File: src/e1_status_pkg.sv
/*
  Constants, register map and carrier types for the E1 receive framer
  status and interrupt block.
  Assumes a 100 MHz system clock and 32-bit AXI4-Lite register access.

// Notes on behaviour
// RL1: criterion 0: all-ones on frame loss and a 512-bit period under 3 zeros
// RL2: criterion 1: set after 2 low-zero periods, clear after 2 normal periods
// RL3: 915 CRC errors within a second set excess status, optionally reframe
// RL4: excess CRC status returns to zero after its register is read
// RL5: all enables, indications and status held reset outside framed E1 mode
// RL6: interworking and alignment-loss changes interrupt if bits 7..4 enabled
// RL7: alignment position move interrupts when its enable is set
// RL8: frame and multiframe alignment errors interrupt when enabled
// RL9: alarm status changes interrupt, each through its own enable
// RL10: zero E bit sets far-end flag, CRC mismatch sets CRC flag, one event
// RL11: change flags set on both rising and falling status transitions
// RL12: error flags set if any error occurred since the last read
// RL13: indication bits set regardless of enables so software can poll
// RL14: reading an indication register clears it and its pending interrupt
// RL15: software keeps reserved alarm enable bit 4 at zero
// RL16: interworking status is one exactly while in interworking mode
// RL17: alignment loss status bits are one while that alignment is lost
// RL18: offline search status is one while offline framer is searching
// RL19: remote alarm with clean CRC after A high and E low for 10 ms
// RL20: continuous far-end error after 5 seconds of over 990 high E bits
// RL21: link identification when at least 2 of the last 3 Sa7 bits are zero
// RL22: interrupt output active while any enabled indication bit is set
*/
package e1_status_pkg;

  // register indices; byte address is four times the index
  localparam int unsigned ADDR_W = 12;
  localparam logic [9:0] IDX_FRAME_OPTIONS = 10'h090;
  localparam logic [9:0] IDX_MAINT_OPTIONS = 10'h091;
  localparam logic [9:0] IDX_FRAMING_EN = 10'h092;
  localparam logic [9:0] IDX_ALARM_EN = 10'h093;
  localparam logic [9:0] IDX_FRAMING_IND = 10'h094;
  localparam logic [9:0] IDX_ALARM_IND = 10'h095;
  localparam logic [9:0] IDX_FRAMING_STATE = 10'h096;

  // field positions
  localparam int unsigned REFRAME_EN_BIT = 1;
  localparam int unsigned CRITERION_BIT = 1;
  localparam int unsigned EXCESS_CRC_BIT = 0;
  localparam int unsigned ALARM_RESERVED_BIT = 4;
  localparam logic [7:0] ALARM_USED_MASK = 8'hef;

  // reset values
  localparam logic [7:0] ENABLE_RESET = 8'h00;
  localparam logic [7:0] INDICATION_RESET = 8'h00;
  localparam logic OPTION_RESET = 1'b0;

  // detection figures
  localparam int unsigned AIS_PERIOD_BITS = 512;
  localparam int unsigned AIS_MIN_ZEROS = 3;
  localparam int unsigned CRC_EXCESS_LIMIT = 915;
  localparam int unsigned FEBE_HIGH_LIMIT = 990;
  localparam int unsigned FEBE_RUN_SECONDS = 5;
  localparam int unsigned LINK_ID_MIN_ZEROS = 2;

  // timing
  localparam int unsigned CLOCK_PERIOD_NS = 10;
  localparam int unsigned RAI_CLEAN_MS = 10;
  localparam int unsigned RAI_CLEAN_CYCLES =
    RAI_CLEAN_MS * 1000000 / CLOCK_PERIOD_NS;

  // bus responses
  localparam logic [1:0] RESP_OKAY = 2'h0;
  localparam logic [1:0] RESP_SLVERR = 2'h2;

  // live levels from the framer core
  typedef struct packed {
    logic interwork;
    logic frame_loss;
    logic sig_mf_loss;
    logic crc_mf_loss;
    logic offline_search;
    logic remote_alarm_value;
    logic remote_mf_alarm_value;
    logic red_alarm;
    logic all_ones_alarm;
    logic frame_loss_indication;
  } framer_level_t;

  // one-cycle strobes from the framer core, with their sampled bits
  typedef struct packed {
    logic align_move;
    logic fas_error;
    logic sig_mf_error;
    logic crc_mf_error;
    logic crc_mismatch;
    logic one_second;
    logic line_bit_valid;
    logic line_bit;
    logic a_bit_valid;
    logic a_bit;
    logic e_bit_valid;
    logic e_bit;
    logic sa7_valid;
    logic sa7_bit;
  } framer_event_t;

endpackage : e1_status_pkg

File: src/e1_framer_status_interrupts.sv
/*
  Status, alarm criteria and interrupt logic of an E1 receive framer,
  with an AXI4-Lite register slave.
  Assumes the framer core delivers levels and one-cycle strobes that are
  synchronous to clock; one read and one write at most in flight.
*/
`timescale 1ns/1ps
module e1_framer_status_interrupts #(
  parameter int unsigned RAI_CLEAN_CYCLES = e1_status_pkg::RAI_CLEAN_CYCLES
) (
  // clock and reset
  input wire logic clock,
  input wire logic reset_n,
  // global mode
  input wire logic line_standard_select,
  input wire logic unframed_option,
  // framer core
  input wire e1_status_pkg::framer_level_t level_in,
  input wire e1_status_pkg::framer_event_t event_in,
  // results
  output logic interrupt_request,
  output logic excess_crc_reframe,
  // axi4-lite write
  input wire logic awvalid,
  output logic awready,
  input wire logic [e1_status_pkg::ADDR_W-1:0] awaddr,
  input wire logic wvalid,
  output logic wready,
  input wire logic [31:0] wdata,
  input wire logic [3:0] wstrb,
  output logic bvalid,
  input wire logic bready,
  output logic [1:0] bresp,
  // axi4-lite read
  input wire logic arvalid,
  output logic arready,
  input wire logic [e1_status_pkg::ADDR_W-1:0] araddr,
  output logic rvalid,
  input wire logic rready,
  output logic [31:0] rdata,
  output logic [1:0] rresp
);

  localparam int unsigned AW = e1_status_pkg::ADDR_W;
  localparam int unsigned AIS_W = $clog2(e1_status_pkg::AIS_PERIOD_BITS);
  localparam int unsigned RAI_W = $clog2(RAI_CLEAN_CYCLES + 1);

  // true when an aligned byte address hits the given register index
  function automatic logic addr_is(input logic [AW-1:0] a,
                                   input logic [9:0] idx);
    addr_is = (a[1:0] == 2'h0) && (a[AW-1:2] == idx);
  endfunction : addr_is

  function automatic logic addr_mapped(input logic [AW-1:0] a);
    addr_mapped = (a[1:0] == 2'h0) &&
      (a[AW-1:2] >= e1_status_pkg::IDX_FRAME_OPTIONS) &&
      (a[AW-1:2] <= e1_status_pkg::IDX_FRAMING_STATE);
  endfunction : addr_mapped

  logic block_rst;
  logic aw_full_q;
  logic [AW-1:0] aw_addr_q;
  logic w_full_q;
  logic [7:0] w_data_q;
  logic w_lane0_q;
  logic do_write;
  logic bvalid_q;
  logic [1:0] bresp_q;
  logic rvalid_q;
  logic [31:0] rdata_q;
  logic [1:0] rresp_q;
  logic ar_take;
  logic [7:0] rd_mux;
  logic clr_framing;
  logic clr_alarm;
  logic clr_excess;
  logic reframe_en_q;
  logic criterion_q;
  logic [7:0] framing_en_q;
  logic [7:0] alarm_en_q;
  logic [AIS_W-1:0] ais_bit_cnt_q;
  logic [1:0] ais_zero_cnt_q;
  logic [2:0] zeros_sum;
  logic ais_period_end;
  logic period_low;
  logic ais_prev_low_q;
  logic all_ones_detect_q;
  logic [9:0] crc_cnt_q;
  logic excess_hit;
  logic excess_crc_error_status_q;
  logic excess_crc_reframe_q;
  logic a_bit_q;
  logic e_bit_q;
  logic [RAI_W-1:0] rai_timer_q;
  logic remote_alarm_clean_crc_state;
  logic [9:0] e_high_cnt_q;
  logic [2:0] febe_run_q;
  logic continuous_far_end_error_state;
  logic [2:0] sa7_hist_q;
  logic link_id_state;
  logic [7:0] framing_state;
  logic [7:0] alarm_state;
  logic [7:0] alarm_prev_q;
  logic [3:0] framing_prev_q;
  logic [7:0] framing_set;
  logic [7:0] alarm_set;
  logic [7:0] framing_ind_q;
  logic [7:0] alarm_ind_q;

  // option, enable, detector and indication registers are held reset outside framed E1 operation
  assign block_rst = !reset_n || !line_standard_select
                     || unframed_option; // RL5

  // write channel: address and data are taken in either order
  assign awready = !aw_full_q && !bvalid_q;
  assign wready = !w_full_q && !bvalid_q;
  assign do_write = aw_full_q && w_full_q;
  assign bvalid = bvalid_q;
  assign bresp = bresp_q;

  always_ff @(posedge clock)
  begin
    if (!reset_n)
    begin
      aw_full_q <= 1'b0;
      aw_addr_q <= '0;
      w_full_q <= 1'b0;
      w_data_q <= 8'h00;
      w_lane0_q <= 1'b0;
      bvalid_q <= 1'b0;
      bresp_q <= e1_status_pkg::RESP_OKAY;
    end
    else
    begin
      if (awvalid && awready)
      begin
        aw_full_q <= 1'b1;
        aw_addr_q <= awaddr;
      end
      else if (do_write)
        aw_full_q <= 1'b0;
      if (wvalid && wready)
      begin
        w_full_q <= 1'b1;
        w_data_q <= wdata[7:0];
        w_lane0_q <= wstrb[0];
      end
      else if (do_write)
        w_full_q <= 1'b0;
      if (do_write)
      begin
        bvalid_q <= 1'b1;
        bresp_q <= addr_mapped(aw_addr_q) ? e1_status_pkg::RESP_OKAY
                                          : e1_status_pkg::RESP_SLVERR;
      end
      else if (bready)
        bvalid_q <= 1'b0;
    end
  end

  // read channel: one outstanding read, answered on the next edge
  assign arready = !rvalid_q;
  assign ar_take = arvalid && arready;
  assign rvalid = rvalid_q;
  assign rdata = rdata_q;
  assign rresp = rresp_q;
  // reading an indication register clears it; reading the maintenance register clears its excess crc status
  assign clr_framing = ar_take
    && addr_is(araddr, e1_status_pkg::IDX_FRAMING_IND); // RL14
  assign clr_alarm = ar_take
    && addr_is(araddr, e1_status_pkg::IDX_ALARM_IND); // RL14
  assign clr_excess = ar_take
    && addr_is(araddr, e1_status_pkg::IDX_MAINT_OPTIONS); // RL4

  // read mux; everything reads zero while the block is held reset
  always_comb
  begin
    rd_mux = 8'h00;
    if (!block_rst)
    begin
      case (araddr[AW-1:2])
        e1_status_pkg::IDX_FRAME_OPTIONS:
          rd_mux[e1_status_pkg::REFRAME_EN_BIT] = reframe_en_q;
        e1_status_pkg::IDX_MAINT_OPTIONS:
        begin
          rd_mux[e1_status_pkg::CRITERION_BIT] = criterion_q;
          rd_mux[e1_status_pkg::EXCESS_CRC_BIT] = excess_crc_error_status_q;
        end
        e1_status_pkg::IDX_FRAMING_EN: rd_mux = framing_en_q;
        e1_status_pkg::IDX_ALARM_EN: rd_mux = alarm_en_q;
        e1_status_pkg::IDX_FRAMING_IND: rd_mux = framing_ind_q;
        e1_status_pkg::IDX_ALARM_IND: rd_mux = alarm_ind_q;
        e1_status_pkg::IDX_FRAMING_STATE: rd_mux = framing_state;
        default: rd_mux = 8'h00;
      endcase
    end
  end

  always_ff @(posedge clock)
  begin
    if (!reset_n)
    begin
      rvalid_q <= 1'b0;
      rdata_q <= 32'h0000_0000;
      rresp_q <= e1_status_pkg::RESP_OKAY;
    end
    else if (ar_take)
    begin
      rvalid_q <= 1'b1;
      rdata_q <= {24'h00_0000, rd_mux};
      rresp_q <= addr_mapped(araddr) ? e1_status_pkg::RESP_OKAY
                                     : e1_status_pkg::RESP_SLVERR;
    end
    else if (rready)
      rvalid_q <= 1'b0;
  end

  // software-written controls; writes without byte lane 0 are ignored
  always_ff @(posedge clock)
  begin
    if (block_rst) // RL5
    begin
      reframe_en_q <= e1_status_pkg::OPTION_RESET;
      criterion_q <= e1_status_pkg::OPTION_RESET;
      framing_en_q <= e1_status_pkg::ENABLE_RESET;
      alarm_en_q <= e1_status_pkg::ENABLE_RESET;
    end
    else if (do_write && w_lane0_q)
    begin
      if (addr_is(aw_addr_q, e1_status_pkg::IDX_FRAME_OPTIONS))
        reframe_en_q <= w_data_q[e1_status_pkg::REFRAME_EN_BIT];
      if (addr_is(aw_addr_q, e1_status_pkg::IDX_MAINT_OPTIONS))
        criterion_q <= w_data_q[e1_status_pkg::CRITERION_BIT];
      if (addr_is(aw_addr_q, e1_status_pkg::IDX_FRAMING_EN))
        framing_en_q <= w_data_q;
      // reserved bit 4 is stored; its indication never sets anyway
      if (addr_is(aw_addr_q, e1_status_pkg::IDX_ALARM_EN))
        alarm_en_q <= w_data_q; // RL15
    end
  end

  // zero density over 512-bit periods; the zero count saturates at 3
  assign zeros_sum = {1'b0, ais_zero_cnt_q} + {2'h0, !event_in.line_bit};
  assign period_low = zeros_sum < 3'(e1_status_pkg::AIS_MIN_ZEROS);
  assign ais_period_end = event_in.line_bit_valid
    && ais_bit_cnt_q == AIS_W'(e1_status_pkg::AIS_PERIOD_BITS - 1);

  always_ff @(posedge clock)
  begin
    if (block_rst)
    begin
      ais_bit_cnt_q <= '0;
      ais_zero_cnt_q <= 2'h0;
      ais_prev_low_q <= 1'b0;
      all_ones_detect_q <= 1'b0;
    end
    else if (event_in.line_bit_valid)
    begin
      ais_bit_cnt_q <= ais_bit_cnt_q + AIS_W'(1);
      if (ais_period_end)
      begin
        ais_zero_cnt_q <= 2'h0;
        ais_prev_low_q <= period_low;
        if (!criterion_q)
        begin
          if (period_low && level_in.frame_loss_indication)
            all_ones_detect_q <= 1'b1; // RL1
          else if (!period_low)
            all_ones_detect_q <= 1'b0;
        end
        else if (period_low && ais_prev_low_q)
          all_ones_detect_q <= 1'b1; // RL2
        else if (!period_low && !ais_prev_low_q)
          all_ones_detect_q <= 1'b0; // RL2
      end
      else if (zeros_sum >= 3'(e1_status_pkg::AIS_MIN_ZEROS))
        ais_zero_cnt_q <= 2'(e1_status_pkg::AIS_MIN_ZEROS);
      else
        ais_zero_cnt_q <= zeros_sum[1:0];
    end
  end

  // crc errors per second; the hit fires once, on the 915th error
  assign excess_hit = event_in.crc_mismatch
    && crc_cnt_q == 10'(e1_status_pkg::CRC_EXCESS_LIMIT - 1); // RL3
  assign excess_crc_reframe = excess_crc_reframe_q;

  always_ff @(posedge clock)
  begin
    if (block_rst)
      crc_cnt_q <= 10'h000;
    else if (event_in.one_second)
      crc_cnt_q <= 10'h000;
    else if (event_in.crc_mismatch && crc_cnt_q != 10'h3ff)
      crc_cnt_q <= crc_cnt_q + 10'h001;
  end

  // a new hit in the reading cycle keeps the status set
  always_ff @(posedge clock)
  begin
    if (block_rst)
    begin
      excess_crc_error_status_q <= 1'b0;
      excess_crc_reframe_q <= 1'b0;
    end
    else
    begin
      if (excess_hit)
        excess_crc_error_status_q <= 1'b1; // RL3
      else if (clr_excess)
        excess_crc_error_status_q <= 1'b0; // RL4
      excess_crc_reframe_q <= excess_hit && reframe_en_q; // RL3
    end
  end

  // remote alarm with clean crc: the timer restarts on any break
  assign remote_alarm_clean_crc_state =
    rai_timer_q == RAI_W'(RAI_CLEAN_CYCLES); // RL19

  always_ff @(posedge clock)
  begin
    if (block_rst)
    begin
      a_bit_q <= 1'b0;
      e_bit_q <= 1'b1;
      rai_timer_q <= '0;
    end
    else
    begin
      if (event_in.a_bit_valid)
        a_bit_q <= event_in.a_bit;
      if (event_in.e_bit_valid)
        e_bit_q <= event_in.e_bit;
      if (!(a_bit_q && !e_bit_q))
        rai_timer_q <= '0;
      else if (!remote_alarm_clean_crc_state)
        rai_timer_q <= rai_timer_q + RAI_W'(1); // RL19
    end
  end

  // continuous far-end error: run of qualifying seconds, saturating
  assign continuous_far_end_error_state =
    febe_run_q == 3'(e1_status_pkg::FEBE_RUN_SECONDS); // RL20

  always_ff @(posedge clock)
  begin
    if (block_rst)
    begin
      e_high_cnt_q <= 10'h000;
      febe_run_q <= 3'h0;
    end
    else if (event_in.one_second)
    begin
      e_high_cnt_q <= 10'h000;
      if (e_high_cnt_q <= 10'(e1_status_pkg::FEBE_HIGH_LIMIT))
        febe_run_q <= 3'h0;
      else if (!continuous_far_end_error_state)
        febe_run_q <= febe_run_q + 3'h1; // RL20
    end
    else if (event_in.e_bit_valid && event_in.e_bit
             && e_high_cnt_q != 10'h3ff)
      e_high_cnt_q <= e_high_cnt_q + 10'h001;
  end

  // link identification: majority of zeros over the last three sa7 bits
  assign link_id_state = $countones(~sa7_hist_q)
    >= e1_status_pkg::LINK_ID_MIN_ZEROS; // RL21

  always_ff @(posedge clock)
  begin
    if (block_rst)
      sa7_hist_q <= 3'h7;
    else if (event_in.sa7_valid)
      sa7_hist_q <= {sa7_hist_q[1:0], event_in.sa7_bit};
  end

  // live status words
  assign framing_state = {level_in.interwork, // RL16
                          level_in.frame_loss, // RL17
                          level_in.sig_mf_loss,
                          level_in.crc_mf_loss,
                          level_in.offline_search, // RL18
                          remote_alarm_clean_crc_state,
                          continuous_far_end_error_state,
                          link_id_state};
  assign alarm_state = {level_in.remote_alarm_value,
                        level_in.remote_mf_alarm_value,
                        all_ones_detect_q, 1'b0,
                        level_in.red_alarm,
                        level_in.all_ones_alarm, 2'h0};

  // previous status, for change detection in either direction
  always_ff @(posedge clock)
  begin
    if (block_rst)
    begin
      framing_prev_q <= 4'h0;
      alarm_prev_q <= 8'h00;
    end
    else
    begin
      framing_prev_q <= framing_state[7:4];
      alarm_prev_q <= alarm_state;
    end
  end

  // set terms: changes, then single error events
  assign framing_set = {framing_state[7:4] ^ framing_prev_q, // RL11
                        event_in.align_move, // RL7
                        event_in.fas_error, // RL12
                        event_in.sig_mf_error,
                        event_in.crc_mf_error};
  assign alarm_set = ((alarm_state ^ alarm_prev_q)
                      & e1_status_pkg::ALARM_USED_MASK) // RL11
                     | {6'h00,
                        event_in.e_bit_valid && !event_in.e_bit, // RL10
                        event_in.crc_mismatch}; // RL10

  // sticky indications set regardless of enables; set wins over read
  always_ff @(posedge clock)
  begin
    if (block_rst)
    begin
      framing_ind_q <= e1_status_pkg::INDICATION_RESET;
      alarm_ind_q <= e1_status_pkg::INDICATION_RESET;
    end
    else
    begin
      framing_ind_q <= (clr_framing ? 8'h00 : framing_ind_q)
                       | framing_set; // RL13
      alarm_ind_q <= (clr_alarm ? 8'h00 : alarm_ind_q) | alarm_set; // RL13
    end
  end

  // one level output for all enabled indications
  assign interrupt_request = |(framing_ind_q & framing_en_q) // RL6 RL7 RL8
    | |(alarm_ind_q & alarm_en_q); // RL9 RL22
endmodule : e1_framer_status_interrupts

File: config.mk
export PLATFORM = sky130hd
export DESIGN_NAME = e1_framer_status_interrupts
export DESIGN_NICKNAME = d
export VERILOG_FILES = /design/src/e1_status_pkg.sv /design/src/e1_framer_status_interrupts.sv
export SDC_FILE = /design/constraint.sdc
export NUM_CORES = 1
export LEC_CHECK = 0
export BUFFER_PORTS_ARGS = -buffer_cell sky130_fd_sc_hd__buf_2
export CAP_MARGIN = 20
export CORE_ASPECT_RATIO = 0.6
export CORE_MARGIN = 2
export CORE_UTILIZATION = 30
export CTS_BUF_LIST = sky130_fd_sc_hd__clkbuf_16
export DETAILED_ROUTE_END_ITERATION = 8
export PLACE_DENSITY_LB_ADDON = 0.25
export SETUP_SLACK_MARGIN = 0.4
export SLEW_MARGIN = 10
export SYNTH_ARGS = -nofsm -noshare
export SYNTH_HDL_FRONTEND = slang
export SYNTH_SLANG_ARGS = --single-unit
File: constraint.sdc
create_clock -name clock -period 4.2 [get_ports clock]
set_input_delay 0.42 -clock clock [delete_from_list [all_inputs] [get_ports clock]]
set_output_delay 0.42 -clock clock [all_outputs]
set_load 0.01 [all_outputs]
==> summary.md, run 1 <==
| Metric | Value |
|---|---|
| Status | finished, final reports clean |
| Lkg Pwr | 3.02 nW |
| First-pass GRT wire length | 26100 µm |
| Post-CTS Setup Inserts | 0 |
| Worst IR Drop VDD | 303 µV |
| Post-synth EDFFs | 0 |
| Synthesis-stage register bit count | 140 |
| Fin crit share | 53.9% |
| Clk_lat worst skew | 420 ps |
| Crit Path Category | in -> reg |
| Slew headroom | 46.0% |
| CTS HTree Levels | 4 |
| Final net count | 925 |
| Largest net degree at the start of global routing | 46 |
| Synth warn | 0 |
| Required @ worst endpoint | 4510 ps |
| Avg WL per Cell | 14.8 µm |
| Die ar. | 0.0232 mm² |
| Tightest Hold Check Type | in -> reg |
| # port buffers | 82 |
| Hold Violations, Final | 0 |
| Netlist cell types | 65 |
| Fillers | 2252 |
| Hold buffer count at cts | 0 |
| Place WS | 1570 ps |
| Post-synth top flop | dfxtp_1 |
| DRC viols | 0 |
| Post-route total power | 0.00313 W |
| GR Overflow Total | 0 |
| Setup Total Neg Slack | 0 ps |
| Root buffer cell | clkbuf_16 |
| Worst setup SP type | primary input |
| Vias in the first global route | 4740 |
| Crit Path Max Fanout | 32 |
| DRT iter0 DRCs | 331 |
| Final Slew Violations | 0 |
| Multi-input combinational cell area | 0.00352 mm² |
| Post-synthesis sequential area ratio | 42.5% |
| Gpl congestion | 0.774 |
| Min Tclk post-route | 2260 ps |
| Layout cells sized above 1 | 17.0% |
| Nature of the critical path endpoint | flip-flop |
| Initial Utilization | 31.0% |
| FMAX | 0.442 GHz |
| CTS resizes | 0 |
| TritonCTS Sinks | 140 |
| DR pass1 iterations | 5 |
| Die Height | 119 µm |
| Initial antenna violation count | 1 |
| Vias post-DR | 5311 |
| Worst Tran Pin Value | 808 ps |
| Most frequent cells in the layout | dfxtp_1 (140), nand2_1 (102), buf_2 (82), nor2_1 (75), a21oi_1 (38) |
| Vias per std cell | 4.78 |
| Reg area | 0.00280 mm² |
| Syn Area/Cell | 8.88 µm² |
| I/O pin cnt | 136 |
| Cell Area, Synth | 0.00659 mm² |
| CTS tree | built |
| Total of max-cap violations | 0 |
| DRT antenna net count | 0 |
| Most common cell after layout, fill and taps aside | dfxtp_1 |
| Skew final | 8.91 ps |
| PwrDens | 402 mW/mm² |
| Final worst setup slack | 1940 ps |
| Crit path DAT | 2580 ps |
| Row count | 41 |
| Clock slew at reported path FFs | 60 ps |
| RSZ-0062 raised after global routing | false |
| Post-Syn Instances | 742 |
| Ys async rst share | 0% |
| Final setup viols | 0 |
| Global Route Usage Sum | 14.4% |
| Detailed-placement wirelength estimate | 12100 µm |
| Clk buf depth | 2 |
| Core box area | 0.0213 mm² |
| WL final | 16500 µm |
| CTS Buf Count | 17 |
| Area grow syn2layout | 17.9% |
| Die W | 195 µm |
## stage by stage
stage	hold WS [ps]	utilization [%]	area, µm²	instances
5_1_grt	231	36.5	7770	1110
3_5_place_dp	456	33.6	7160	1078
2_1_floorplan	431	-	6690	767
3_3_place_gp	451	33.6	7160	1078
4_1_cts	212	36.5	7770	1110
6_report	227	36.5	7770	1111
## synthesized netlist by cell type (5+ instances only)
cell | number | share of area (%)
inv_1 | 17 | 0.97
and4bb_2 | 5 | 0.95
a22o_1 | 5 | 0.66
nor2_1 | 75 | 4.3
nand2_1 | 102 | 5.8
a222oi_1 | 5 | 0.76
buf_2 | 8 | 0.61
o21ai_0 | 15 | 1.1
a211oi_1 | 5 | 0.57
mux2_2 | 11 | 1.9
ha_1 | 14 | 2.7
buf_4 | 26 | 3.0
and2_1 | 15 | 1.4
nand4_1 | 21 | 2.0
a21oi_1 | 38 | 2.9
a21boi_0 | 24 | 2.7
nor2b_1 | 9 | 0.85
a22oi_1 | 5 | 0.57
and4_1 | 8 | 1.1
mux2i_1 | 26 | 3.9
xor2_1 | 23 | 3.1
or3_1 | 7 | 0.66
and3_1 | 9 | 0.85
o211ai_1 | 5 | 0.57
nand2b_1 | 7 | 0.66
xnor2_1 | 16 | 2.1
nand3_1 | 21 | 1.6
dfxtp_1 | 140 | 43
clkbuf_1 | 17 | 0.97
nor3_1 | 9 | 0.68
## final timing paths
| path | endpoint | depth (start not counted) | startpoint | slack, ps |
|---|---|---|---|---|
| max | e_high_cnt_q[1] | 5 | reset_n | 1940 |
| max reg2reg | alarm_ind_q[0] | 4 | rvalid | 2350 |
| min | framing_ind_q[3] | 3 | event_in[13] | 230 |
| min reg2reg | aw_addr_q[0] | 2 | aw_addr_q[0] | 460 |
## logic make-up (layout without fill, tap and decap cells)
family	count (synthesis)	after routing	synth area share (%)
fa+ha+maj	14	14	2.66
xor+xnor	39	39	5.18
mux	38	38	6.17
simple gates	315	315	24.9
other cells	1	27	0.0569
buf+inv	69	133	5.56
flops	140	140	42.5
compound gates	126	126	13.0
## flip-flops by register name (all words and copies together) (netlist names), 4 cells and up
register and cells:
alarm_ind_q 7, alarm_prev_q 5, w_data_q 8, alarm_en_q 8
framing_ind_q 8, e_high_cnt_q 10, framing_prev_q 4, ais_bit_cnt_q 9
rdata 8, crc_cnt_q 10, rai_timer_q 20, aw_addr_q 12
framing_en_q 8
## report_power, final
part / switching [W] / total, W / internal (W)
Clock: 0.000625 / 0.00157 / 0.000947
Combinational: 0.000111 / 0.000180 / 0.0000691
Sequential: 0.0000216 / 0.00138 / 0.00135
Total: 0.000758 / 0.00313 / 0.00237
## per-layer routing
layer  global-route usage [%]  vias to the layer above  part of all wire [%]
met4                     3.58                        0                  0.75
met5                        0                        -                     0
met3                     3.79                       14                   5.6
met1                     22.5                     2466                    56
met2                     18.9                      109                    38
li1                         -                     2722                     -
## layout make-up
class | instances | area share [%]
antenna | 1 | 0.0322
clock buffer | 17 | 5.47
multi-input combinational | 558 | 45.2
clock inverter | 15 | 2.41
timing repair buffer | 84 | 5.47
inverter | 17 | 0.821
sequential | 140 | 36.1
tap | 279 | 4.49
## critical path, cell delays in order
cell and delay (ps):
buf_2 490, and3b_1 350, buf_4 380, nand2_1 570
a211oi_1 360
Power figures use the tool's default switching activity.
==> inputs of run 2 (changes only) <==
clock period = 2.1 ns   (was 4.2 ns; I/O delays follow)
==> summary.md, run 2 (synthesized netlist as in run 1, its figures left out) <==
| Metric | Value |
|---|---|
| Status | finished, final reports clean |
| Slew headroom | 65.4% (+19 points) |
| Most frequent cells in the layout | dfxtp_1 (137), nand2_1 (102), buf_2 (82), nor2_1 (75), a21oi_1 (38) |
| Initial antenna violation count | 1 (unchanged) |
| Final worst setup slack | 319 ps (-1620 ps) |
| Largest reg by FF count | rai_timer_q |
| DRT iter0 DRCs | 313 (-5.4%) |
| Skew final | 7.03 ps (-1.88 ps) |
| Most common cell after layout, fill and taps aside | dfxtp_1 |
| Gpl congestion | 0.778 (+0.54%) |
| Hold Violations, Final | 0 (unchanged) |
| I/O pin cnt | 136 (unchanged) |
| Row count | 41 (unchanged) |
| Die Height | 119 µm (unchanged) |
| Global Route Usage Sum | 14.7% (+0.35 points) |
| RSZ-0062 raised after global routing | true |
| Min Tclk post-route | 1780 ps |
| Clock slew at reported path FFs | 60 ps (about the same) |
| Fillers | 2148 (-4.6%) |
| Clk_lat worst skew | 420 ps (about the same) |
| Vias post-DR | 5308 (-0.056%) |
| Setup Total Neg Slack | 0 ps (unchanged) |
| Place WS | 330 ps (-1240 ps) |
| TritonCTS Sinks | 140 (unchanged) |
| Required @ worst endpoint | 1890 ps (-2620 ps) |
| Worst IR Drop VDD | 529 µV (+75%) |
| Final net count | 943 (+1.9%) |
| PwrDens | 793 mW/mm² (+97%) |
| Layout cells sized above 1 | 19.9% (+2.9 points) |
| Fin crit share | 84.8% |
| Number of flip-flops in the largest register | 20 (unchanged) |
| DRC viols | 0 (unchanged) |
| Tightest Hold Check Type | in -> reg |
| CTS tree | built |
| Detailed-placement wirelength estimate | 12000 µm (-0.29%) |
| Final setup viols | 0 (unchanged) |
| Largest net degree at the start of global routing | 41 (-11%) |
| Die W | 195 µm (unchanged) |
| Root buffer cell | clkbuf_16 |
| DRT antenna net count | 0 (unchanged) |
| Crit Path Category | reg -> out |
| Core box area | 0.0213 mm² (unchanged) |
| Total of max-cap violations | 0 (unchanged) |
| First-pass GRT wire length | 26600 µm (+1.8%) |
| CTS Buf Count | 17 (unchanged) |
| Clk buf depth | 2 (unchanged) |
| Crit path DAT | 1570 ps (-1010 ps) |
| Worst Tran Pin Value | 518 ps (-289 ps) |
| Crit Path Max Fanout | 3 (-91%) |
| GR Overflow Total | 0 (unchanged) |
| Final Slew Violations | 0 (unchanged) |
| Avg WL per Cell | 14.5 µm (-2.2%) |
| Vias per std cell | 4.71 (-1.6%) |
| # port buffers | 82 (unchanged) |
| FMAX | 0.561 GHz |
| DR pass1 iterations | 5 (unchanged) |
| WL final | 16400 µm (-0.68%) |
| CTS HTree Levels | 4 (unchanged) |
| Largest regs | rai_timer_q (20), aw_addr_q (12) |
| Die ar. | 0.0232 mm² (unchanged) |
| Initial Utilization | 31.0% (unchanged) |
| Lkg Pwr | 3.11 nW (+2.8%) |
| Nature of the critical path endpoint | output port |
| Antenna fix cells | 0 (-1) |
| Vias in the first global route | 5047 (+6.5%) |
| Worst setup SP type | flip-flop |
| Area grow syn2layout | 21.0% |
-- run 2: final timing paths --
check                                     from                end  slack, ps  cells past startpoint
worst max-delay path            alarm_ind_q[2]  interrupt_request        320                      4
worst min-delay path               event_in[0]      sa7_hist_q[0]         10                      3
worst max register to register          rvalid     alarm_ind_q[6]        390                      5
worst min register to register        rdata[0]           rdata[0]        460                      1
-- run 2: timing repair --
action,4_1_cts,5_1_grt
hold buffers,2,0
pin swaps,5,3
cloned,0,0
endpoints found under the hold margin,2,0
setup endpoints to repair,9,29
setup buffers,3,4
gates resized for setup,3,10
-- run 2: worst max-delay path: stages (launching register included) --
cell and delay (ps):
dfxtp_2 340, a222oi_1 280, and3_1 190, nand4_1 130
buf_2 190
-- run 2: stage by stage --
stage	total power [W]	instances	instance area [µm²]	util, %	hold slack [ps]
6_report	0.00633	1128	7980	37.5	14.3
2_1_floorplan	0.00305	767	6690	-	326
4_1_cts	0.00640	1124	7900	37.1	1.67
3_3_place_gp	0.00317	1087	7230	33.9	430
3_5_place_dp	0.00318	1087	7230	33.9	438
5_1_grt	0.00658	1128	7980	37.5	19.5
-- run 2: cell type report --
type | count | area (µm²) | share of cell area [%]
inverters | 17 | 63.8 | 0.800
repair buffers | 102 | 578 | 7.25
well taps | 279 | 349 | 4.38
multi-input cells | 558 | 3550 | 44.6
clock inverters | 15 | 198 | 2.48
clock buffers | 17 | 425 | 5.33
flip-flops and latches | 140 | 2810 | 35.2
-- run 2: report_power, final --
part / switching [W] / total, W / internal (W)
logic: 0.000224 / 0.000371 / 0.000147
registers: 0.0000445 / 0.00275 / 0.00271
clock network: 0.00122 / 0.00320 / 0.00199
total: 0.00149 / 0.00633 / 0.00484
-- run 2: routing by layer --
| layer | global-route usage, % | wire (µm) | vias up |
|---|---|---|---|
| met5 | 0 | 13 | - |
| met4 | 4.87 | 148 | 2 |
| met3 | 3.74 | 839 | 18 |
| met2 | 19.7 | 6290 | 115 |
| met1 | 22.5 | 9080 | 2418 |
| li1 | - | - | 2755 |
==> inputs of run 3 (changes only) <==
clock period = 1.58 ns   (was 2.1 ns; I/O delays follow)
==> summary.md, run 3 (synthesized netlist as in run 1, its figures left out) <==
| Metric | Value |
|---|---|
| Min Tclk post-route | 1740 ps |
| Clock slew at reported path FFs | 70 ps (about the same) |
| Switching Share | 26.2% (+2.7 points) |
| Reg2Reg Setup Slack | 130 ps (-260 ps) |
| Placed Area | 0.00770 mm² (+6.5%) |
| DRT iter0 DRCs | 328 (+4.8%) |
| Number of flip-flops in the largest register | 20 (unchanged) |
| DRC viols | 0 (unchanged) |
| Crit Path Max Fanout | 3 (unchanged) |
| First-pass GRT wire length | 31500 µm (+18%) |
| Worst IR Drop VDD | 752 µV (+42%) |
| GR Overflow Total | 0 (unchanged) |
| # port buffers | 82 (unchanged) |
| Lkg Pwr | 3.99 nW (+28%) |
| Hold Path End | framing_prev_q[2] |
| Tightest Hold Check Type | in -> reg |
| Logic pwr share | 9.3% (+3.4 points) |
| Psw | 0.00223 W (+50%) |
| Sequential power share | 42.5% (-1.0 points) |
| Gpl congestion | 0.821 (+5.4%) |
| Final Slew Violations | 0 (unchanged) |
| Core box area | 0.0213 mm² (unchanged) |
| Die ar. | 0.0232 mm² (unchanged) |
| Hold slack | 10.1 ps (-4.15 ps) |
| Design area | 0.0103 mm² (+29%) |
| Final worst setup slack | -160 ps (-479 ps) |
| Area grow syn2layout | 55.9% |
| Crit Path Category | reg -> out |
| HP Start | level_in[8] |
| Die Height | 119 µm (unchanged) |
| Clock power share | 48.1% (-2.5 points) |
| Largest reg by FF count | rai_timer_q |
| P_int | 0.00627 W (+30%) |
| Vias in the first global route | 5840 (+16%) |
| Final setup viols | 1 (+1) |
| RSZ-0062 raised after global routing | true |
| Initial antenna violation count | 2 (+1) |
| Detailed-placement wirelength estimate | 12900 µm (+7.1%) |
| CTS tree | built |
| Layout cells sized above 1 | 46.0% (+26 points) |
| R2R cell count | 5 (unchanged) |
| Root buffer cell | clkbuf_16 |
| CTS HTree Levels | 4 (unchanged) |
| Fin crit share | 110% |
| Vias post-DR | 6056 (+14%) |
| Status | finished with violations |
| Final net count | 1067 (+13%) |
| Crit path DAT | 1580 ps (about the same) |
| Row count | 41 (unchanged) |
| Final Util | 48.3% (+11 points) |
| Most common cell after layout, fill and taps aside | nand2_1 |
| Largest net degree at the start of global routing | 31 (-24%) |
| Most frequent cells in the layout | nand2_1 (82), dfxtp_1 (81), buf_2 (78), nor2_1 (68), buf_4 (63) |
| Vias per std cell | 4.83 (+2.7%) |
| WL final | 20100 µm (+23%) |
| Nature of the critical path endpoint | output port |
| Die W | 195 µm (unchanged) |
| FMAX | 0.575 GHz |
| I/O pin cnt | 136 (unchanged) |
| Worst setup SP type | flip-flop |
| Failing checks | setup timing |
| Global Route Usage Sum | 17.2% (+2.5 points) |
| R2R Path End | alarm_en_q[0] |
| Clk_lat worst skew | 430 ps (about the same) |
| PwrDens | 827 mW/mm² (+4.3%) |
| Initial Utilization | 31.0% (unchanged) |
| DR pass1 iterations | 5 (unchanged) |
| Largest regs | rai_timer_q (20), aw_addr_q (12) |
| Total of max-cap violations | 0 (unchanged) |
| Avg WL per Cell | 16.0 µm (+11%) |
| TritonCTS Sinks | 140 (unchanged) |
| DRT antenna net count | 0 (unchanged) |
| Clk buf depth | 2 (unchanged) |
| Hold path cells | 2 (-1) |
| Hold Violations, Final | 0 (unchanged) |
| CTS Buf Count | 17 (unchanged) |
| Post-route total power | 0.00851 W (+34%) |
| Fillers | 1927 (-10%) |
| Skew final | 12.3 ps (+5.27 ps) |
| RR Startpoint | aw_addr_q[7] |
| Required @ worst endpoint | 1420 ps (-470 ps) |
run 3: repair_timing:
item / CTS / global route
gates resized for setup: 192 / 111
endpoints found under the hold margin: 32 / 2
hold buffers: 35 / 2
endpoints found under the setup margin: 120 / 124
setup buffers: 50 / 19
gates cloned: 3 / 0
pin swaps: 86 / 80
run 3: routing by layer:
| metal | global-route usage, % | vias to the layer above | part of all wire [%] |
|---|---|---|---|
| met2 | 24.9 | 122 | 43 |
| met1 | 25.5 | 2894 | 52 |
| li1 | - | 3029 | - |
| met5 | 0 | - | 0 |
| met3 | 4.16 | 11 | 4.5 |
| met4 | 4.25 | 0 | 0.93 |
run 3: metrics by stage:
stage / TNS (ps) / instances / setup slack, ps
3_3_place_gp: 0 / 1111 / 61.6
2_1_floorplan: 0 / 767 / 130
6_report: -160 / 1253 / -160
5_1_grt: -217 / 1252 / -217
4_1_cts: -159 / 1231 / -159
3_5_place_dp: 0 / 1111 / 61.3
run 3: power by group through the flow:
stage / combinational (W) / clock (W) / sequential [W]
floorplan: 0.000368 / 0 / 0.00372
global placement: 0.000551 / 0 / 0.00373
detailed placement: 0.000554 / 0 / 0.00373
CTS: 0.000745 / 0.00419 / 0.00363
global route: 0.000863 / 0.00438 / 0.00363
finish: 0.000794 / 0.00409 / 0.00362
run 3: worst max-delay path, stage by stage (launching register included):
cell      delay, ps
dfxtp_2         350
a222oi_1        290
and3_1          190
nand4_1         140
buf_2           190
run 3: cell type report:
| type | count | area, µm² | area share, % |
|---|---|---|---|
| antenna | 1 | 2.50 | 0.0243 |
| clock buffer | 18 | 450 | 4.38 |
| clock inverter | 14 | 150 | 1.46 |
| inverter | 17 | 68.8 | 0.669 |
| multi-input combinational | 561 | 4540 | 44.2 |
| sequential | 140 | 2940 | 28.6 |
| tap | 279 | 349 | 3.40 |
| timing repair buffer | 223 | 1780 | 17.3 |
run 3: worst max-delay path by stage:
stage	startpoint	end
2_1_floorplan	rai_timer_q[1]	rai_timer_q[18]
3_5_place_dp	rai_timer_q[10]	rdata[2]
4_1_cts	alarm_ind_q[2]	interrupt_request
5_1_grt	alarm_ind_q[5]	interrupt_request
6_report	alarm_ind_q[2]	interrupt_request
3_3_place_gp	araddr[2]	rdata[7]
